===== src/hw/pmt_pkg.sv =====
// Constants, register map and carrier types of the period match timer.
// Assumes a single 100 MHz clock and an AXI4-Lite register bus.
// What this block does
// An 8-bit counter and an 8-bit period register are both readable and writable by software.
// Every reset clears the counter to zero.
// The counter ticks on the system clock divided by four, then by 1, 4 or 16 by the prescale code 00, 01, 1x.
// Each match feeds a postscaler dividing by the four-bit field value plus one.
// Each postscaler output pulse sets a sticky match flag that stays until software clears it.
// Writing the counter, writing the control register or reset clears the prescaler and postscaler.
// Writing the control register leaves the counter value unchanged.
// Control bit 2 runs the timer when set; when clear nothing counts.
// Equality of counter and period is the event driving the postscaler and the flag.
// The period match is offered as a PWM time base to the capture/compare units.
// Control bit 7 reads zero and all control bits reset to zero.
// On the tick after counter equals period the counter returns to zero, giving period plus one ticks.
package pmt_pkg;
   localparam logic [13:0] PMT_OFS_COUNT = 14'h0000;
   localparam logic [13:0] PMT_OFS_PERIOD = 14'h0004;
   // Control sits at a word index; its byte address is four times that index
   localparam logic [11:0] PMT_IDX_CONTROL = 12'hf76;
   localparam logic [13:0] PMT_OFS_CONTROL = {PMT_IDX_CONTROL, 2'b00};
   localparam logic [13:0] PMT_OFS_STATUS = 14'h0008;
   localparam logic [13:0] PMT_OFS_MASK = 14'h000c;
   localparam logic [7:0] PMT_COUNT_RST = 8'h00;
   localparam logic [7:0] PMT_PERIOD_RST = 8'hff;
   localparam logic [6:0] PMT_CONTROL_RST = 7'h00;
   localparam int PMT_RUN_BIT = 2;
   localparam int PMT_POST_LSB = 3;
   localparam int PMT_PRE_LSB = 0;
   localparam logic [1:0] PMT_BASE_DIV_LAST = 2'h3;
   localparam logic [3:0] PMT_PRE_LAST1 = 4'h0;
   localparam logic [3:0] PMT_PRE_LAST4 = 4'h3;
   localparam logic [3:0] PMT_PRE_LAST16 = 4'hf;
   localparam logic [1:0] PMT_RESP_OKAY = 2'h0;
   localparam logic [1:0] PMT_RESP_SLVERR = 2'h2;

   typedef struct packed {
      logic [3:0] post_divide_select;
      logic count_run;
      logic [1:0] pre_divide_select;
   } pmt_control_type;

   typedef enum logic [1:0] {
      PMT_PRE_DIV1 = 2'b00,
      PMT_PRE_DIV4 = 2'b01,
      PMT_PRE_DIV16 = 2'b10
   } pmt_pre_type;
endpackage


===== src/hw/pmt_prescaler.sv =====
// Prescaler: divides the instruction tick by 1, 4 or 16.
// Assumes tick_in is a one-cycle pulse from the base divider.
`timescale 1ns/100ps
module pmt_prescaler
   import pmt_pkg::*;
(
   input wire logic aclk,
   input wire logic aresetn,
   input wire logic clear,
   input wire logic tick_in,
   input wire logic [1:0] select,
   output logic tick_out
);
   logic [3:0] pre_ff;
   logic [3:0] last;

   always_comb
   begin
      if (select == PMT_PRE_DIV1)
      begin
         last = PMT_PRE_LAST1;
      end
      else if (select == PMT_PRE_DIV4)
      begin
         last = PMT_PRE_LAST4;
      end
      else
      begin
         last = PMT_PRE_LAST16;
      end
   end

   always_ff @(posedge aclk)
   begin
      if (!aresetn || clear)
      begin
         pre_ff <= 4'h0;
      end
      else if (tick_in)
      begin
         pre_ff <= (pre_ff >= last) ? 4'h0 : pre_ff + 4'h1;
      end
   end

   assign tick_out = tick_in && (pre_ff >= last);
endmodule // pmt_prescaler


===== src/hw/pmt_postscaler.sv =====
// Postscaler: passes one of every select+1 match pulses.
// Assumes match_in is a one-cycle pulse.
`timescale 1ns/100ps
module pmt_postscaler
   import pmt_pkg::*;
(
   input wire logic aclk,
   input wire logic aresetn,
   input wire logic clear,
   input wire logic match_in,
   input wire logic [3:0] select,
   output logic pulse_out
);
   logic [3:0] post_ff;

   always_ff @(posedge aclk)
   begin
      if (!aresetn || clear)
      begin
         post_ff <= 4'h0;
      end
      else if (match_in)
      begin
         post_ff <= (post_ff >= select) ? 4'h0 : post_ff + 4'h1;
      end
   end

   assign pulse_out = match_in && (post_ff >= select);
endmodule // pmt_postscaler


===== src/hw/pmt_timer.sv =====
// Period match timer top: AXI4-Lite slave, counter, match, flag and interrupt.
// Assumes one clock aclk at 100 MHz and synchronous active-low reset.
`timescale 1ns/100ps
module pmt_timer
   import pmt_pkg::*;
(
   input wire logic aclk,
   input wire logic aresetn,
   input wire logic [13:0] s_axi_awaddr,
   input wire logic [2:0] s_axi_awprot,
   input wire logic s_axi_awvalid,
   output logic s_axi_awready,
   input wire logic [31:0] s_axi_wdata,
   input wire logic [3:0] s_axi_wstrb,
   input wire logic s_axi_wvalid,
   output logic s_axi_wready,
   output logic [1:0] s_axi_bresp,
   output logic s_axi_bvalid,
   input wire logic s_axi_bready,
   input wire logic [13:0] s_axi_araddr,
   input wire logic [2:0] s_axi_arprot,
   input wire logic s_axi_arvalid,
   output logic s_axi_arready,
   output logic [31:0] s_axi_rdata,
   output logic [1:0] s_axi_rresp,
   output logic s_axi_rvalid,
   input wire logic s_axi_rready,
   output logic pwm_time_base,
   output logic irq
);
   logic [7:0] tick_count_ff;
   logic [7:0] period_value_ff;
   pmt_control_type period_timer_control_ff;
   logic period_match_flag_ff;
   logic irq_mask_ff;
   logic [1:0] base_div_ff;
   logic [13:0] awaddr_ff;
   logic awready_ff;
   logic [31:0] wdata_ff;
   logic wready_ff;
   logic [3:0] wstrb_ff;
   logic pwm_time_base_ff;
   logic irq_ff;
   logic bvalid_ff;
   logic [1:0] bresp_ff;
   logic rvalid_ff;
   logic arready_ff;
   logic [31:0] rdata_ff;
   logic [1:0] rresp_ff;
   logic base_tick;
   logic pre_tick;
   logic match;
   logic post_pulse;
   logic wr_fire;
   logic wr_count;
   logic wr_period;
   logic wr_control;
   logic wr_status;
   logic wr_mask;
   logic wr_ok;
   logic lane0;
   logic scaler_clear;

   // Write takes place once both address and data are held and no response waits
   assign wr_fire = !awready_ff && !wready_ff && !bvalid_ff;
   assign lane0 = wstrb_ff[0];
   assign wr_count = wr_fire && lane0 && (awaddr_ff == PMT_OFS_COUNT);
   assign wr_period = wr_fire && lane0 && (awaddr_ff == PMT_OFS_PERIOD);
   assign wr_control = wr_fire && lane0 && (awaddr_ff == PMT_OFS_CONTROL);
   assign wr_status = wr_fire && lane0 && (awaddr_ff == PMT_OFS_STATUS);
   assign wr_mask = wr_fire && lane0 && (awaddr_ff == PMT_OFS_MASK);
   assign scaler_clear = wr_count || wr_control;

   always_comb
   begin
      if (awaddr_ff == PMT_OFS_COUNT || awaddr_ff == PMT_OFS_PERIOD || awaddr_ff == PMT_OFS_CONTROL
         || awaddr_ff == PMT_OFS_STATUS || awaddr_ff == PMT_OFS_MASK)
      begin
         wr_ok = 1'b1;
      end
      else
      begin
         wr_ok = 1'b0;
      end
   end

   // Write address and data channels, accepted in either order
   always_ff @(posedge aclk)
   begin
      if (!aresetn)
      begin
         awready_ff <= 1'b1;
         awaddr_ff <= 14'h0000;
      end
      else if (s_axi_awvalid && s_axi_awready)
      begin
         awready_ff <= 1'b0;
         awaddr_ff <= s_axi_awaddr;
      end
      else if (wr_fire)
      begin
         awready_ff <= 1'b1;
      end
   end

   always_ff @(posedge aclk)
   begin
      if (!aresetn)
      begin
         wready_ff <= 1'b1;
         wdata_ff <= 32'h0000_0000;
         wstrb_ff <= 4'h0;
      end
      else if (s_axi_wvalid && s_axi_wready)
      begin
         wready_ff <= 1'b0;
         wdata_ff <= s_axi_wdata;
         wstrb_ff <= s_axi_wstrb;
      end
      else if (wr_fire)
      begin
         wready_ff <= 1'b1;
      end
   end

   assign s_axi_awready = awready_ff;
   assign s_axi_wready = wready_ff;

   always_ff @(posedge aclk)
   begin
      if (!aresetn)
      begin
         bvalid_ff <= 1'b0;
         bresp_ff <= PMT_RESP_OKAY;
      end
      else if (wr_fire)
      begin
         bvalid_ff <= 1'b1;
         bresp_ff <= wr_ok ? PMT_RESP_OKAY : PMT_RESP_SLVERR;
      end
      else if (s_axi_bready)
      begin
         bvalid_ff <= 1'b0;
      end
   end

   assign s_axi_bvalid = bvalid_ff;
   assign s_axi_bresp = bresp_ff;

   // Read channel: one cycle from address to data
   always_ff @(posedge aclk)
   begin
      if (!aresetn)
      begin
         rvalid_ff <= 1'b0;
         arready_ff <= 1'b1;
         rdata_ff <= 32'h0000_0000;
         rresp_ff <= PMT_RESP_OKAY;
      end
      else if (s_axi_arvalid && !rvalid_ff)
      begin
         rvalid_ff <= 1'b1;
         arready_ff <= 1'b0;
         rresp_ff <= PMT_RESP_OKAY;
         if (s_axi_araddr == PMT_OFS_COUNT)
         begin
            rdata_ff <= {24'h000000, tick_count_ff};
         end
         else if (s_axi_araddr == PMT_OFS_PERIOD)
         begin
            rdata_ff <= {24'h000000, period_value_ff};
         end
         else if (s_axi_araddr == PMT_OFS_CONTROL)
         begin
            rdata_ff <= {24'h000000, 1'b0, period_timer_control_ff};
         end
         else if (s_axi_araddr == PMT_OFS_STATUS)
         begin
            rdata_ff <= {31'h00000000, period_match_flag_ff};
         end
         else if (s_axi_araddr == PMT_OFS_MASK)
         begin
            rdata_ff <= {31'h00000000, irq_mask_ff};
         end
         else
         begin
            rdata_ff <= 32'h0000_0000;
            rresp_ff <= PMT_RESP_SLVERR;
         end
      end
      else if (s_axi_rready)
      begin
         rvalid_ff <= 1'b0;
         arready_ff <= 1'b1;
      end
   end

   assign s_axi_arready = arready_ff;
   assign s_axi_rvalid = rvalid_ff;
   assign s_axi_rdata = rdata_ff;
   assign s_axi_rresp = rresp_ff;

   // Control and period registers
   always_ff @(posedge aclk)
   begin
      if (!aresetn)
      begin
         period_timer_control_ff <= PMT_CONTROL_RST;
         period_value_ff <= PMT_PERIOD_RST;
         irq_mask_ff <= 1'b0;
      end
      else
      begin
         if (wr_control)
         begin
            period_timer_control_ff <= wdata_ff[6:0];
         end
         if (wr_period)
         begin
            period_value_ff <= wdata_ff[7:0];
         end
         if (wr_mask)
         begin
            irq_mask_ff <= wdata_ff[0];
         end
      end
   end

   // Instruction tick: system clock divided by four, cleared to zero while stopped
   always_ff @(posedge aclk)
   begin
      if (!aresetn || scaler_clear || !period_timer_control_ff.count_run)
      begin
         base_div_ff <= 2'h0;
      end
      else
      begin
         base_div_ff <= base_div_ff + 2'h1;
      end
   end

   assign base_tick = period_timer_control_ff.count_run && (base_div_ff == PMT_BASE_DIV_LAST);

   pmt_prescaler pmt_prescaler_i (
      .aclk(aclk),
      .aresetn(aresetn),
      .clear(scaler_clear),
      .tick_in(base_tick),
      .select(period_timer_control_ff.pre_divide_select),
      .tick_out(pre_tick)
   );

   assign match = pre_tick && (tick_count_ff == period_value_ff);

   always_ff @(posedge aclk)
   begin
      if (!aresetn)
      begin
         tick_count_ff <= PMT_COUNT_RST;
      end
      else if (wr_count)
      begin
         tick_count_ff <= wdata_ff[7:0];
      end
      else if (match)
      begin
         tick_count_ff <= 8'h00;
      end
      else if (pre_tick)
      begin
         tick_count_ff <= tick_count_ff + 8'h01;
      end
   end

   pmt_postscaler pmt_postscaler_i (
      .aclk(aclk),
      .aresetn(aresetn),
      .clear(scaler_clear),
      .match_in(match),
      .select(period_timer_control_ff.post_divide_select),
      .pulse_out(post_pulse)
   );

   // Sticky flag: hardware set wins over a write-one clear
   always_ff @(posedge aclk)
   begin
      if (!aresetn)
      begin
         period_match_flag_ff <= 1'b0;
      end
      else if (post_pulse)
      begin
         period_match_flag_ff <= 1'b1;
      end
      else if (wr_status && wdata_ff[0])
      begin
         period_match_flag_ff <= 1'b0;
      end
   end

   always_ff @(posedge aclk)
   begin
      if (!aresetn)
      begin
         pwm_time_base_ff <= 1'b0;
         irq_ff <= 1'b0;
      end
      else
      begin
         pwm_time_base_ff <= match;
         irq_ff <= (period_match_flag_ff || post_pulse) && irq_mask_ff;
      end
   end

   assign pwm_time_base = pwm_time_base_ff;
   assign irq = irq_ff;
endmodule // pmt_timer


===== config.mk =====
export PLATFORM = sky130hd
export DESIGN_NAME = pmt_timer
export DESIGN_NICKNAME = d
export VERILOG_FILES = /design/src/hw/pmt_pkg.sv /design/src/hw/pmt_prescaler.sv /design/src/hw/pmt_postscaler.sv /design/src/hw/pmt_timer.sv
export SDC_FILE = /design/constraint.sdc
export NUM_CORES = 1
export LEC_CHECK = 0
export ABC_AREA = 1
export CORE_ASPECT_RATIO = 1.25
export CORE_MARGIN = 1.5
export CORE_UTILIZATION = 49
export DETAILED_ROUTE_END_ITERATION = 16
export DONT_BUFFER_PORTS = 1
export SLEW_MARGIN = 20
export SYNTH_ARGS = -nofsm -noshare
export SYNTH_HDL_FRONTEND = slang
export SYNTH_SLANG_ARGS = --single-unit
export TNS_END_PERCENT = 5

===== constraint.sdc =====
create_clock -name aclk -period 2.6 [get_ports aclk]
set_input_delay 0.78 -clock aclk [delete_from_list [all_inputs] [get_ports aclk]]
set_output_delay 0.78 -clock aclk [all_outputs]
set_load 0.02 [all_outputs]

==> flow_summary.json <==
{
  "diodes": 0,
  "relSlewSlack": 0.601,
  "cts.clk_slew.worst_paths_ns": 0.09,
  "p_sw_frac": 0.247,
  "avgSynthCellArea_um2": 7.24,
  "synth_cell_types": 37,
  "timing.final.max_slew_violations": 0,
  "yosysMostFrequentCell": "nand2_1",
  "r2r_slack_ns": 0.70,
  "worst-path-stages": 6,
  "gp_congestion": 0.898,
  "clkSinkCount": 75,
  "synth_simple_gate_area_share": 0.269,
  "grt_max_degree": 54,
  "fmax_mhz": 528,
  "grt_pass1_vias": 3233,
  "reg2reg_depth": 6,
  "num_vias": 3316,
  "slowest_stage": "nand4_2",
  "power_per_cell_area_nw_per_um2": 619,
  "async_flop_share": 0,
  "hold_path.class": "reg2reg",
  "die_x_um": 84.4,
  "synth_top_flop_cell": "dfxtp_1",
  "drtIter0Drc": 143,
  "grt.total_usage": 0.203,
  "finalSetupViolCount": 0,
  "synth.top_cell.area_share": 0.370,
  "cpPeakStageDelay_ns": 0.44,
  "cts_tree": "yes",
  "cp_data_required_time_ns": 2.83,
  "wl_met3_um": 355,
  "intPower_uw": 1980,
  "fp.dieH_um": 105,
  "hold_viol_final": 0,
  "synth-seq-cells": 75,
  "synth_compound_area_frac": 0.152,
  "crit_path_end": "base_div_ff[1]",
  "grt_antenna_before_repair": 0,
  "status": "finished clean",
  "r2r_start": "s_axi_wready",
  "insertion_delay_ns": 0.35,
  "synth_top_family_by_area": "simple AND/OR/NAND/NOR gates",
  "crit_type": "reg2reg",
  "post-route-min-period_ns": 1.90,
  "ant_nets": 0,
  "vdd_drop_max_v": 0.000415,
  "synth-seq-area-share": 0.370,
  "hpwl_um": 6530,
  "worstSetupEndpointType": "register",
  "ctsHoldBuffers": 0,
  "p_seq_frac": 0.474,
  "cp_cell_sequence": "nor2_2, nand2_2, nor2_8, nand4_2, nand3_1, nor3b_1",
  "grt_first_pass_wirelength_um": 14500,
  "cts_root_buffer": "clkbuf_8",
  "cts_buffer_depth": 2,
  "post_cts_buffers": 0,
  "p_clk_frac": 0.449,
  "final_nets": 645,
  "startpoint": "s_axi_wready",
  "synth_warnings": 0,
  "synth-adder-area-share": 0.0370,
  "start_kind": "register",
  "yosysTopAreaCell": "dfxtp_1",
  "cp.buffers_inverters": 0,
  "min_period_over_period": 0.729,
  "post-route-drc-count": 0,
  "routed_wl_um": 8770,
  "wl_per_cell_um": 13.4,
  "crit_path_max_fanout": 16,
  "worstReg2RegEnd": "base_div_ff[1]",
  "top_layer_used": "met4",
  "yosys-top-cells-area": "dfxtp_1 37%, nand2_1 9.0%, inv_1 6.8%",
  "syn_to_final_growth_pct": 4.65,
  "cap_viol_max_count": 0,
  "firstDrtPassIters": 4,
  "core_um2": 7930,
  "critPathArrivalTime_ns": 2.12,
  "synthXorXnorAreaFrac": 0.0280,
  "yosys-top-cells-count": "97 x nand2_1, 75 x dfxtp_1, 74 x inv_1, 58 x nor2_1",
  "portBuffers": 0,
  "final_util": 0.536,
  "hold_ws_ns": 0.438,
  "rows": 36,
  "start_util": 0.512,
  "fp.dieArea_um2": 8850,
  "p_sw_uw": 650,
  "muxShareOfSynthArea": 0,
  "nFillCells": 821,
  "rsz0062_at_grt": "no",
  "power_leakage_uw": 0.00191,
  "p_comb_frac": 0.077,
  "cts_inserted_buffers": 9,
  "fin_skew_ns": 0.0114,
  "drt-met1-wl_um": 3920,
  "cts_resized": 0,
  "drive_above_1_share": 0.0891,
  "synth_edf_count": 0,
  "syn_inst": 561,
  "vias_per_cell": 5.05,
  "max_slew.worst_pin.slew_ns": 0.597,
  "wl_met2_um": 4340,
  "netlist_area_um2": 4060,
  "htree_levels": 3,
  "crit_family": "simple AND/OR/NAND/NOR gates",
  "ios": 120,
  "fin_setup_tns_ns": 0,
  "overflow": 0
}
-- state kept, by name (all words and copies together), names as in the netlist --
signal                    count
period_match_flag_ff          1
s_axi_arready                 1
pwm_time_base                 1
pmt_prescaler_i.pre_ff        4
period_value_ff               8
base_div_ff                   2
s_axi_awready                 1
tick_count_ff                 8
wstrb_ff                      1
irq_mask_ff                   1
s_axi_rresp                   1
s_axi_bresp                   1
pmt_postscaler_i.post_ff      4
awaddr_ff                    14
period_timer_control_ff       7
wdata_ff                      8
s_axi_bvalid                  1
irq                           1
s_axi_rvalid                  1
s_axi_wready                  1
s_axi_rdata                   8
-- layout make-up --
type	count	area (um2)	share of cell area
flip-flops and latches	75	1500	0.353
clock inverters	7	139	0.0327
well taps	95	119	0.0280
repair buffers	1	7.51	0.00177
inverters	77	289	0.0680
multi-input cells	392	2070	0.487
clock buffers	9	124	0.0291
-- power by group through the flow --
stage | combinational (uW) | sequential, uW | clock (uW)
2_1_floorplan | 213 | 1270 | 0
5_1_grt | 234 | 1250 | 1250
6_report | 203 | 1250 | 1180
4_1_cts | 205 | 1250 | 1200
3_3_place_gp | 201 | 1270 | 0
3_5_place_dp | 204 | 1280 | 0
-- worst min-delay path by stage --
stage	cells after the start	to	start	slack, ns
after global routing	1	base_div_ff[0]	base_div_ff[0]	0.47
after detailed placement	1	base_div_ff[0]	base_div_ff[0]	0.42
after floorplan	1	base_div_ff[0]	base_div_ff[0]	0.40
after CTS	1	base_div_ff[0]	base_div_ff[0]	0.43
after global placement	1	base_div_ff[0]	base_div_ff[0]	0.41
final	1	base_div_ff[0]	base_div_ff[0]	0.44
-- routing by layer --
layer  global-route usage  vias up
met5                    0        -
met4               0.0668        0
met3               0.0458       11
met2                0.359       65
met1                0.241     1482
li1                     -     1758
-- logic make-up (layout without fill, tap and decap cells) --
logic type               after synthesis  after routing
AO/OA/AOI/OAI                        108            108
XOR/XNOR                              13             13
adder cells (fa/ha/maj)               12             12
buffers and inverters                119             94
flip-flops                            75             75
other                                  1             26
AND/OR/NAND/NOR                      233            233
-- placed cells by master, fill, tap and decap left out, types with 2 or more instances in the layout --
cell type | Yosys | final
inv_2 | 3 | 3
o211ai_2 | 8 | 8
nand2_1 | 97 | 97
bufinv_16 | 0 | 4
ha_1 | 12 | 12
o21ai_1 | 2 | 2
clkbuf_8 | 0 | 9
nand4_1 | 12 | 12
o21ai_0 | 46 | 46
nor2_4 | 3 | 3
nor2_1 | 58 | 58
o22ai_1 | 3 | 3
nand3_1 | 36 | 36
conb_1 | 1 | 26
xnor2_1 | 9 | 9
inv_1 | 74 | 74
nor3_1 | 7 | 7
dfxtp_1 | 75 | 75
xor2_1 | 4 | 4
a21oi_1 | 46 | 46
nor2_2 | 5 | 5
nand2_2 | 4 | 4
clkinv_2 | 0 | 2
nand3_2 | 2 | 2
-- per-stage QoR --
| stage | cell area, um2 | setup WS, ns | power (uW) | cells |
|---|---|---|---|---|
| 6_report | 4250 | 0.705 | 2630 | 656 |
| 5_1_grt | 4250 | 0.511 | 2730 | 656 |
| 4_1_cts | 4250 | 0.678 | 2660 | 656 |
| 3_5_place_dp | 3990 | 0.641 | 1480 | 640 |
| 3_3_place_gp | 3990 | 0.689 | 1470 | 640 |
| 2_1_floorplan | 4160 | 0.922 | 1480 | 586 |
No activity file was read; power rests on OpenSTA's default activity.
